`config.mk`:
```
export PLATFORM = sky130hd
export DESIGN_NAME = csr_regs
export DESIGN_NICKNAME = d
export VERILOG_FILES = /design/src/design/csr_alu.v /design/src/design/csr_regs.v
export VERILOG_INCLUDE_DIRS = /design/src /design/src/design
export SDC_FILE = /design/constraint.sdc
export NUM_CORES = 1
export LEC_CHECK = 0
export BUFFER_PORTS_ARGS = -buffer_cell sky130_fd_sc_hd__buf_2
export CELL_PAD_IN_SITES_DETAIL_PLACEMENT = 0
export CELL_PAD_IN_SITES_GLOBAL_PLACEMENT = 1
export CORE_MARGIN = 5
export CORE_UTILIZATION = 47
export DETAILED_ROUTE_END_ITERATION = 16
export HOLD_SLACK_MARGIN = 0.06
export PLACE_DENSITY = 0.85
export SLEW_MARGIN = 40
export SYNTH_ARGS = -nofsm -noshare
export SYNTH_HDL_FRONTEND = slang
export SYNTH_SLANG_ARGS = --single-unit
export TNS_END_PERCENT = 20
```
`constraint.sdc`:
```
create_clock -name clk_i -period 8.31 [get_ports clk_i]
set_clock_uncertainty 0.2 [all_clocks]
set_input_delay 1.662 -clock clk_i [delete_from_list [all_inputs] [get_ports clk_i]]
set_output_delay 1.662 -clock clk_i [all_outputs]
set_load 0.005 [all_outputs]
```
`src/design/csr_defs.vh`:
```
/*
 Constants for the CPU status and operand register block.
 Assumes inclusion by bare name from design and bench files.
*/
`ifndef CSR_DEFS_VH
`define CSR_DEFS_VH
`define CSR_OFF_STATUS 8'hD0
`define CSR_OFF_MAIN 8'hE0
`define CSR_OFF_AUX 8'hF0
`define CSR_OFF_ALU 8'h40
`define CSR_OFF_AUX_OP 8'h44
`define CSR_OFF_BANK 8'h48
`define CSR_MAIN_RST 8'h00
`define CSR_AUX_RST 8'h00
`define CSR_STATUS_RST 8'h00
`define CSR_BIT_CARRY 7
`define CSR_BIT_HALF 6
`define CSR_BIT_USER0 5
`define CSR_BIT_BANK_HI 4
`define CSR_BIT_BANK_LO 3
`define CSR_BIT_OVER 2
`define CSR_BIT_USER1 1
`define CSR_BIT_PARITY 0
`define CSR_OP_ADD 3'h0
`define CSR_OP_ADDC 3'h1
`define CSR_OP_SUBB 3'h2
`define CSR_OP_RLC 3'h3
`define CSR_OP_RRC 3'h4
`define CSR_OP_CMP 3'h5
`define CSR_OP_DA 3'h6
`define CSR_OP_MUL 3'h7
`define CSR_RESP_OKAY 2'h0
`define CSR_RESP_SLVERR 2'h2
`endif

```
`src/design/csr_alu.v`:
```
/*
 Combinational arithmetic unit: result and flag updates for one operation.
 Assumes the caller registers the outputs.
*/
`timescale 1ns/1ps
`include "csr_defs.vh"
module csr_alu (
    input wire [2:0] op_i,
    input wire [7:0] lhs_i,
    input wire [7:0] rhs_i,
    input wire carry_i,
    input wire half_i,
    input wire over_i,
    output reg [7:0] res_o,
    output reg [7:0] aux_res_o,
    output reg aux_we_o,
    output reg main_we_o,
    output reg carry_o,
    output reg half_o,
    output reg over_o
);
    reg [8:0] sum;
    reg [4:0] low;
    reg [8:0] adj;
    reg [15:0] prod;
    always @* begin
        sum = 9'h000;
        low = 5'h00;
        adj = 9'h000;
        prod = 16'h0000;
        res_o = lhs_i;
        aux_res_o = rhs_i;
        aux_we_o = 1'b0;
        main_we_o = 1'b1;
        carry_o = carry_i;
        half_o = half_i;
        over_o = over_i;
        case (op_i)
            `CSR_OP_ADD, `CSR_OP_ADDC: begin
                sum = {1'b0, lhs_i} + {1'b0, rhs_i} + {8'h00, (op_i == `CSR_OP_ADDC) & carry_i};
                low = {1'b0, lhs_i[3:0]} + {1'b0, rhs_i[3:0]} + {4'h0, (op_i == `CSR_OP_ADDC) & carry_i};
                res_o = sum[7:0];
                carry_o = sum[8];
                half_o = low[4];
                over_o = (lhs_i[7] == rhs_i[7]) && (sum[7] != lhs_i[7]);
            end
            `CSR_OP_SUBB, `CSR_OP_CMP: begin
                sum = {1'b0, lhs_i} - {1'b0, rhs_i} - {8'h00, (op_i == `CSR_OP_SUBB) & carry_i};
                low = {1'b0, lhs_i[3:0]} - {1'b0, rhs_i[3:0]} - {4'h0, (op_i == `CSR_OP_SUBB) & carry_i};
                res_o = sum[7:0];
                main_we_o = (op_i == `CSR_OP_SUBB);
                // Carry set when no borrow, i.e. result at or above zero
                carry_o = ~sum[8];
                if (op_i == `CSR_OP_SUBB) begin
                    half_o = low[4];
                    over_o = (lhs_i[7] != rhs_i[7]) && (sum[7] != lhs_i[7]);
                end
            end
            `CSR_OP_RLC: begin
                res_o = {lhs_i[6:0], carry_i};
                carry_o = lhs_i[7];
            end
            `CSR_OP_RRC: begin
                res_o = {carry_i, lhs_i[7:1]};
                carry_o = lhs_i[0];
            end
            `CSR_OP_DA: begin
                adj = {1'b0, lhs_i};
                if ((lhs_i[3:0] > 4'h9) || half_i) begin
                    adj = adj + 9'h006;
                end
                low = {1'b0, lhs_i[3:0]} + 5'h06;
                half_o = ((lhs_i[3:0] > 4'h9) || half_i) ? low[4] : 1'b0;
                if ((adj[7:4] > 4'h9) || adj[8] || carry_i) begin
                    adj = adj + 9'h060;
                end
                res_o = adj[7:0];
                carry_o = adj[8] | carry_i;
            end
            `CSR_OP_MUL: begin
                prod = {8'h00, lhs_i} * {8'h00, rhs_i};
                res_o = prod[7:0];
                aux_res_o = prod[15:8];
                aux_we_o = 1'b1;
                carry_o = 1'b0;
                over_o = (prod[15:8] != 8'h00);
            end
            default: begin
                main_we_o = 1'b0;
            end
        endcase
    end
endmodule

```
`src/design/csr_regs.v`:
```
/*
 Accumulator, auxiliary operand and status word register block with an
 AXI4-Lite slave and a one-cycle ALU operation port.
 Assumes one clock; ALU requests are synchronous and one per cycle.
*/
`timescale 1ns/1ps
`include "csr_defs.vh"
// What this block does
// - An 8-bit read/write main operand register resets to 0x00.
// - Operations on the main operand register update the matching status flags.
// - An 8-bit read/write auxiliary operand register resets to 0x00 and takes the multiply high byte.
// - Status bit 7 is carry: set on add carry-out, no borrow, rotated-out one or compare at or above zero.
// - Status bit 6 is half-carry: carry or borrow out of bit 3 on add, subtract with borrow and decimal adjust; other operations keep it.
// - Status bits 5 and 1 are user flags that only software changes.
// - Status bits 4:3 pick the working bank at base 00H, 08H, 10H or 18H.
// - Status bit 2 is overflow: add, subtract with borrow and multiply set or clear it; other operations keep it.
// - Status bit 0 is read-only parity, one for an odd count of ones in the main operand register.
module csr_regs (
    input wire clk_i,
    input wire nrst_i,
    input wire [7:0] s_axi_awaddr,
    input wire s_axi_awvalid,
    output reg s_axi_awready,
    input wire [31:0] s_axi_wdata,
    input wire [3:0] s_axi_wstrb,
    input wire s_axi_wvalid,
    output reg s_axi_wready,
    output reg [1:0] s_axi_bresp,
    output reg s_axi_bvalid,
    input wire s_axi_bready,
    input wire [7:0] s_axi_araddr,
    input wire s_axi_arvalid,
    output reg s_axi_arready,
    output reg [31:0] s_axi_rdata,
    output reg [1:0] s_axi_rresp,
    output reg s_axi_rvalid,
    input wire s_axi_rready,
    input wire alu_valid_i,
    input wire [2:0] alu_op_i,
    input wire [7:0] alu_operand_i,
    output reg [7:0] main_operand_o,
    output reg [7:0] program_status_word_o,
    output reg [4:0] bank_base_o
);
    reg [7:0] main_operand_reg;
    reg [7:0] aux_operand_reg;
    reg carry_flag;
    reg half_carry_flag;
    reg user_flag_zero;
    reg [1:0] bank_select;
    reg overflow_flag;
    reg user_flag_one;
    reg use_aux;
    reg [2:0] last_op;
    reg [7:0] aw_addr;
    reg aw_have;
    reg [7:0] w_data;
    reg w_have;
    wire parity_flag;
    wire [7:0] status_view;
    wire [7:0] alu_res;
    wire [7:0] alu_aux_res;
    wire alu_aux_we;
    wire alu_main_we;
    wire alu_carry;
    wire alu_half;
    wire alu_over;
    wire rd_hit;
    reg s_axi_wstrb_ok;
    reg [7:0] next_main;
    reg [7:0] rd_byte;

    function map_hit;
        input [7:0] addr;
        begin
            map_hit = (addr == `CSR_OFF_STATUS) || (addr == `CSR_OFF_MAIN) || (addr == `CSR_OFF_AUX) ||
                (addr == `CSR_OFF_ALU) || (addr == `CSR_OFF_AUX_OP) || (addr == `CSR_OFF_BANK);
        end
    endfunction

    assign parity_flag = ^main_operand_reg;
    assign status_view = {carry_flag, half_carry_flag, user_flag_zero, bank_select,
        overflow_flag, user_flag_one, parity_flag};

    csr_alu u_alu (
        .op_i(alu_op_i),
        .lhs_i(main_operand_reg),
        .rhs_i(use_aux ? aux_operand_reg : alu_operand_i),
        .carry_i(carry_flag),
        .half_i(half_carry_flag),
        .over_i(overflow_flag),
        .res_o(alu_res),
        .aux_res_o(alu_aux_res),
        .aux_we_o(alu_aux_we),
        .main_we_o(alu_main_we),
        .carry_o(alu_carry),
        .half_o(alu_half),
        .over_o(alu_over)
    );

    assign rd_hit = map_hit(s_axi_araddr);

    always @(posedge clk_i or negedge nrst_i) begin
        if (!nrst_i) begin
            s_axi_awready <= 1'b0;
            s_axi_wready <= 1'b0;
            s_axi_bvalid <= 1'b0;
            s_axi_bresp <= `CSR_RESP_OKAY;
            aw_have <= 1'b0;
            w_have <= 1'b0;
            aw_addr <= 8'h00;
            w_data <= 8'h00;
        end else begin
            // Each channel is taken on its own; the pair commits once both are held
            s_axi_awready <= ~aw_have & ~s_axi_awready & s_axi_awvalid;
            s_axi_wready <= ~w_have & ~s_axi_wready & s_axi_wvalid;
            if (s_axi_awvalid & s_axi_awready) begin
                aw_have <= 1'b1;
                aw_addr <= s_axi_awaddr;
            end
            if (s_axi_wvalid & s_axi_wready) begin
                w_have <= 1'b1;
                w_data <= s_axi_wdata[7:0];
            end
            if (aw_have & w_have & ~s_axi_bvalid) begin
                aw_have <= 1'b0;
                w_have <= 1'b0;
                s_axi_bvalid <= 1'b1;
                s_axi_bresp <= map_hit(aw_addr) ? `CSR_RESP_OKAY : `CSR_RESP_SLVERR;
            end else if (s_axi_bvalid & s_axi_bready) begin
                s_axi_bvalid <= 1'b0;
            end
        end
    end

    // Register updates: a software write takes priority over an ALU result
    always @* begin
        next_main = main_operand_reg;
        if (alu_valid_i & alu_main_we) begin
            next_main = alu_res;
        end
        if (aw_have & w_have & ~s_axi_bvalid & s_axi_wstrb_ok & (aw_addr == `CSR_OFF_MAIN)) begin
            next_main = w_data;
        end
    end

    always @(posedge clk_i or negedge nrst_i) begin
        if (!nrst_i) begin
            s_axi_wstrb_ok <= 1'b0;
        end else if (s_axi_wvalid & s_axi_wready) begin
            s_axi_wstrb_ok <= s_axi_wstrb[0];
        end
    end

    always @(posedge clk_i or negedge nrst_i) begin
        if (!nrst_i) begin
            main_operand_reg <= `CSR_MAIN_RST;
            aux_operand_reg <= `CSR_AUX_RST;
            carry_flag <= 1'b0;
            half_carry_flag <= 1'b0;
            user_flag_zero <= 1'b0;
            bank_select <= 2'h0;
            overflow_flag <= 1'b0;
            user_flag_one <= 1'b0;
            use_aux <= 1'b0;
            last_op <= 3'h0;
        end else begin
            main_operand_reg <= next_main;
            if (alu_valid_i) begin
                last_op <= alu_op_i;
                carry_flag <= alu_carry;
                half_carry_flag <= alu_half;
                overflow_flag <= alu_over;
                if (alu_aux_we) begin
                    aux_operand_reg <= alu_aux_res;
                end
            end
            if (aw_have & w_have & ~s_axi_bvalid & s_axi_wstrb_ok) begin
                case (aw_addr)
                    `CSR_OFF_STATUS: begin
                        // Parity bit of the written byte is dropped
                        carry_flag <= w_data[`CSR_BIT_CARRY];
                        half_carry_flag <= w_data[`CSR_BIT_HALF];
                        user_flag_zero <= w_data[`CSR_BIT_USER0];
                        bank_select <= w_data[`CSR_BIT_BANK_HI:`CSR_BIT_BANK_LO];
                        overflow_flag <= w_data[`CSR_BIT_OVER];
                        user_flag_one <= w_data[`CSR_BIT_USER1];
                    end
                    `CSR_OFF_AUX: begin
                        aux_operand_reg <= w_data;
                    end
                    `CSR_OFF_AUX_OP: begin
                        use_aux <= w_data[0];
                    end
                    default: begin
                    end
                endcase
            end
        end
    end

    always @* begin
        case (s_axi_araddr)
            `CSR_OFF_STATUS: rd_byte = status_view;
            `CSR_OFF_MAIN: rd_byte = main_operand_reg;
            `CSR_OFF_AUX: rd_byte = aux_operand_reg;
            `CSR_OFF_ALU: rd_byte = {5'h00, last_op};
            `CSR_OFF_AUX_OP: rd_byte = {7'h00, use_aux};
            `CSR_OFF_BANK: rd_byte = {3'h0, bank_select, 3'h0};
            default: rd_byte = 8'h00;
        endcase
    end

    always @(posedge clk_i or negedge nrst_i) begin
        if (!nrst_i) begin
            s_axi_arready <= 1'b0;
            s_axi_rvalid <= 1'b0;
            s_axi_rdata <= 32'h00000000;
            s_axi_rresp <= `CSR_RESP_OKAY;
        end else begin
            s_axi_arready <= s_axi_arvalid & ~s_axi_arready & ~s_axi_rvalid;
            if (s_axi_arvalid & s_axi_arready) begin
                s_axi_rvalid <= 1'b1;
                s_axi_rdata <= {24'h000000, rd_byte};
                s_axi_rresp <= rd_hit ? `CSR_RESP_OKAY : `CSR_RESP_SLVERR;
            end else if (s_axi_rvalid & s_axi_rready) begin
                s_axi_rvalid <= 1'b0;
            end
        end
    end

    always @(posedge clk_i or negedge nrst_i) begin
        if (!nrst_i) begin
            main_operand_o <= `CSR_MAIN_RST;
            program_status_word_o <= `CSR_STATUS_RST;
            bank_base_o <= 5'h00;
        end else begin
            main_operand_o <= next_main;
            program_status_word_o <= status_view;
            bank_base_o <= {bank_select, 3'h0};
        end
    end
endmodule

```
==> flow_results.org <==
** Yosys
- Synth warn :: 0
- Of the total synthesized cell area, the portion taken by full adders, half adders and majority gates is 22.8%.
- Register area share after synthesis :: 24.2%
- Summing the areas of all compound-gate instances in the mapped netlist gives 16.4% of the synthesized area.
- Proportion of synthesized area in mux cells :: 6.78%
- Post-synthesis instance area :: 0.00713 sq mm
- The number of different library cells used by synthesis comes to 73.
- In the synthesized netlist the dominant register cell turns out to be sky130_fd_sc_hd__dfrtp_1.
- The synthesized design contains 69 register bits.
- The synthesized design contains 0 enable-type register cells.
- Dominant combinational cell family by area after synthesis :: adder cells
- Cells after synthesis :: 811
- Summing the areas of all xor and xnor instances in the mapped netlist gives 3.91% of the synthesized area.
- Share of async-settable or async-resettable flops after synthesis :: 100%
- Simple-gate share of the synthesized area :: 15.3%
- Syn_area_per_cell :: 8.79 sq um

** Pwr
- Reported leakage power :: 3.85 nW
- Max VDD drop :: 368 uV
- Power per cell area :: 494 mW/mm^2

** Detailed routing
- The detail route stage leaves a number of antenna-violating nets equal to 0.
- DRC violation count after routing :: 0
- Average detailed-routed wire length per instance :: 17.7 um
- Total Wirelength :: 18900 um
- The pre-antenna-repair detailed-routing pass consisted of 5 iterations.
- Mean number of vias per cell :: 5.60
- The detailed router placed 5996 vias in this run.
- After the first detailed-routing iteration, the DRC count stood at 416.

** Cells and area
- Fraction of layout cells with a size suffix above 1 :: 16.0%
- Most common cell after layout, fill and taps aside :: sky130_fd_sc_hd__nor2_1
- Commonest cells after routing, fill and taps aside :: 88 x sky130_fd_sc_hd__nor2_1, 84 x sky130_fd_sc_hd__inv_1, 76 x sky130_fd_sc_hd__buf_2, 75 x sky130_fd_sc_hd__nand2_1, 69 x sky130_fd_sc_hd__dfrtp_1
- In the final design database the tool counted 1054 nets.
- 0 antenna diodes ended up in the layout.
- The area growth from synthesis to layout is 9.79%.
- For this run, the share of the core covered by cells in the final layout is 52.1%.

** Floorplan
- Placeable core area :: 0.0150 sq mm
- During I/O placement, the number of pins put on the boundary was 133.
- From left edge to right edge, the die measures 133 um.
- In this run the core area contains 45 standard-cell rows.
- For this configuration, the core starts out at a cell density of 47.4%.
- The die covers 0.0177 sq mm.
- Measured along the y axis, the die boundary spans 133 um.

** Global routing
- Global routing consumed, over all layers together, 21.3% of the routing resources.
- For this run, global-route usage on met2 was measured as 34.4%.
- Global-route met1 utilization :: 31.0%
- Entering global routing, the biggest net connects 70 pins.
- The first global-routing pass estimated 30300 um of wire.
- Initial antenna violation count :: 0
- The number of global-route vias before repair came to 5698.
- Met3 Track Usage GR :: 3.06%
- Global routing's busiest layer :: met2
- After global routing the overflow that remains totals 0.

** Setup path
- Classification of the worst setup path :: in -> reg
- Data arrival time of the critical path :: 6790 ps
- Maximum fanout along the worst path :: 5
- Crit path required time :: 8290 ps
- Crit start category :: primary input
- Endpoint kind of the worst setup timing path :: flip-flop

** Clock network
- Post-cts repair resize count :: 0
- CTS HTree Levels :: 3
- Sink Count :: 69
- The later pin in the worst-skew pair is clocked with a latency of 320 ps.
- CTS buffer count :: 9
- TritonCTS built the clock tree.
- Clock-pin slew was measured on the worst setup and hold paths at 50 ps.
- In this run, post-CTS hold repair placed 0 buffers.
- Post-CTS setup buffer count :: 0
- Clock root cell :: sky130_fd_sc_hd__clkbuf_16
- The clock passes through at most 2 buffers.

** Timing
- Post-layout minimum cycle time :: 6820 ps
- Based on the critical path, the design can be clocked at up to 147 MHz.
- The number of hold-slack violations in the final timing report is 0.
- Final cycle utilization of the critical path :: 82.0%
- Setup total negative slack on the finished layout was measured at 0 ps.
- At the pin with the least slew margin, the transition time is 776 ps.
- Setup repair after global routing left no endpoint under its margin.
- Setup violations remaining at the end of the flow were counted as 0.
- Headroom to the max-slew limit :: 48.1%
- Final number of max-transition violations :: 0

** Placement
- Port buffer count :: 76
- DP Wirelength :: 14700 um
- The congestion estimate from routability-driven global placement came to 0.884.

** Run status
- Run status :: complete, no violations

** Min path
- The tightest min-delay check is of the reg -> reg type.

** Flow run
- Max-cap violations in this run came to 0.
layer usage:
metal,wire (um),up-vias
li1,-,2867
met1,8470,2898
met3,1330,22
met5,0,-
met4,265,0
met2,8830,209
cells by family (layout without fill, tap and decap cells):
group	after synthesis	count (layout)
multiplexers	45	45
AO/OA/AOI/OAI	181	181
other	1	29
flip-flops	69	69
adder cells (fa/ha/maj)	106	106
buffers and inverters	143	186
XOR/XNOR	31	31
AND/OR/NAND/NOR	235	235
critical path: stages:
cell and delay [ps]:
sky130_fd_sc_hd__buf_2 110, sky130_fd_sc_hd__mux2i_1 450, sky130_fd_sc_hd__inv_1 220, sky130_fd_sc_hd__nand2_1 130, sky130_fd_sc_hd__fa_1 450, sky130_fd_sc_hd__fa_1 560
sky130_fd_sc_hd__inv_1 60, sky130_fd_sc_hd__fa_1 520, sky130_fd_sc_hd__inv_1 50, sky130_fd_sc_hd__fa_1 520, sky130_fd_sc_hd__inv_1 40, sky130_fd_sc_hd__ha_1 340
sky130_fd_sc_hd__o21ai_0 160, sky130_fd_sc_hd__o21ai_1 270, sky130_fd_sc_hd__a2111oi_0 150, sky130_fd_sc_hd__nor3b_1 370, sky130_fd_sc_hd__and3_1 220, sky130_fd_sc_hd__nand4_1 160
sky130_fd_sc_hd__a221oi_2 260, sky130_fd_sc_hd__o31ai_1 90
synth_stat cells, types with 3 or more instances:
cell | instances | area share [%]
sky130_fd_sc_hd__a211oi_1 | 3 | 0.32
sky130_fd_sc_hd__a21o_1 | 7 | 0.74
sky130_fd_sc_hd__a21oi_1 | 61 | 4.3
sky130_fd_sc_hd__a221o_1 | 4 | 0.56
sky130_fd_sc_hd__a221oi_1 | 7 | 0.86
sky130_fd_sc_hd__a22o_1 | 7 | 0.86
sky130_fd_sc_hd__a22oi_1 | 4 | 0.42
sky130_fd_sc_hd__a31oi_1 | 6 | 0.53
sky130_fd_sc_hd__and3b_1 | 3 | 0.37
sky130_fd_sc_hd__buf_2 | 3 | 0.21
sky130_fd_sc_hd__buf_4 | 34 | 3.6
sky130_fd_sc_hd__buf_6 | 5 | 0.79
sky130_fd_sc_hd__clkbuf_1 | 9 | 0.47
sky130_fd_sc_hd__dfrtp_1 | 69 | 24
sky130_fd_sc_hd__fa_1 | 40 | 11
sky130_fd_sc_hd__ha_1 | 66 | 12
sky130_fd_sc_hd__inv_1 | 84 | 4.4
sky130_fd_sc_hd__mux2_2 | 26 | 4.1
sky130_fd_sc_hd__mux2i_1 | 19 | 2.7
sky130_fd_sc_hd__nand2_1 | 75 | 3.9
sky130_fd_sc_hd__nand2b_1 | 5 | 0.44
sky130_fd_sc_hd__nand3_1 | 11 | 0.77
sky130_fd_sc_hd__nand3b_1 | 3 | 0.32
sky130_fd_sc_hd__nand4_1 | 5 | 0.44
sky130_fd_sc_hd__nor2_1 | 88 | 4.6
sky130_fd_sc_hd__nor2b_1 | 7 | 0.61
sky130_fd_sc_hd__nor3_1 | 10 | 0.70
sky130_fd_sc_hd__nor3b_1 | 7 | 0.74
sky130_fd_sc_hd__nor4_1 | 3 | 0.26
sky130_fd_sc_hd__o2111ai_1 | 5 | 0.61
sky130_fd_sc_hd__o211ai_1 | 5 | 0.53
sky130_fd_sc_hd__o21a_1 | 8 | 0.84
sky130_fd_sc_hd__o21ai_0 | 35 | 2.5
sky130_fd_sc_hd__o21bai_1 | 4 | 0.42
sky130_fd_sc_hd__o22ai_1 | 5 | 0.44
sky130_fd_sc_hd__or2_2 | 3 | 0.26
sky130_fd_sc_hd__or3_1 | 3 | 0.26
sky130_fd_sc_hd__xnor2_1 | 20 | 2.5
sky130_fd_sc_hd__xor2_1 | 10 | 1.2
layout make-up:
cell class              instances  area [sq um]
fillers                      1432          7210
inverters                      88           335
repair buffers                 82           429
flip-flops and latches         69          1730
multi-input cells             627          4760
clock buffers                  11           253
well taps                     188           235
clock inverters                 5          82.6
power by group:
part / switching (mW) / total, mW / leakage, nW / internal, mW
logic: 1.66 / 2.81 / 2.82 / 1.16
clock network: 0.138 / 0.417 / 0.166 / 0.279
registers: 0.194 / 0.637 / 0.866 / 0.443
final timing paths:
| check | end | slack (ps) | cells past startpoint | start |
|---|---|---|---|---|
| setup / recovery | overflow_flag | 1490 | 20 | alu_operand_i[5] |
| hold / removal | program_status_word_o[4] | 180 | 0 | bank_select[1] |
| setup reg to reg | overflow_flag | 2110 | 19 | use_aux |
| hold reg to reg | program_status_word_o[4] | 180 | 0 | bank_select[1] |
| max in group asynchronous | main_operand_o[1] | 6230 | 2 | nrst_i |
| min in group asynchronous | program_status_word_o[6] | 1220 | 2 | nrst_i |
metrics by stage:
step	instance area, sq um	hold WS (ps)	instances	setup WS, ps	total power, mW
after floorplan	7230	149	839	1930	2.74
after global placement	7480	158	1054	1140	3.43
after detailed placement	7490	167	1054	1100	3.47
after CTS	7820	179	1070	1440	3.91
after global routing	7830	188	1070	1180	4.27
final	7830	177	1070	1490	3.87
Power figures use the tool's default switching activity.
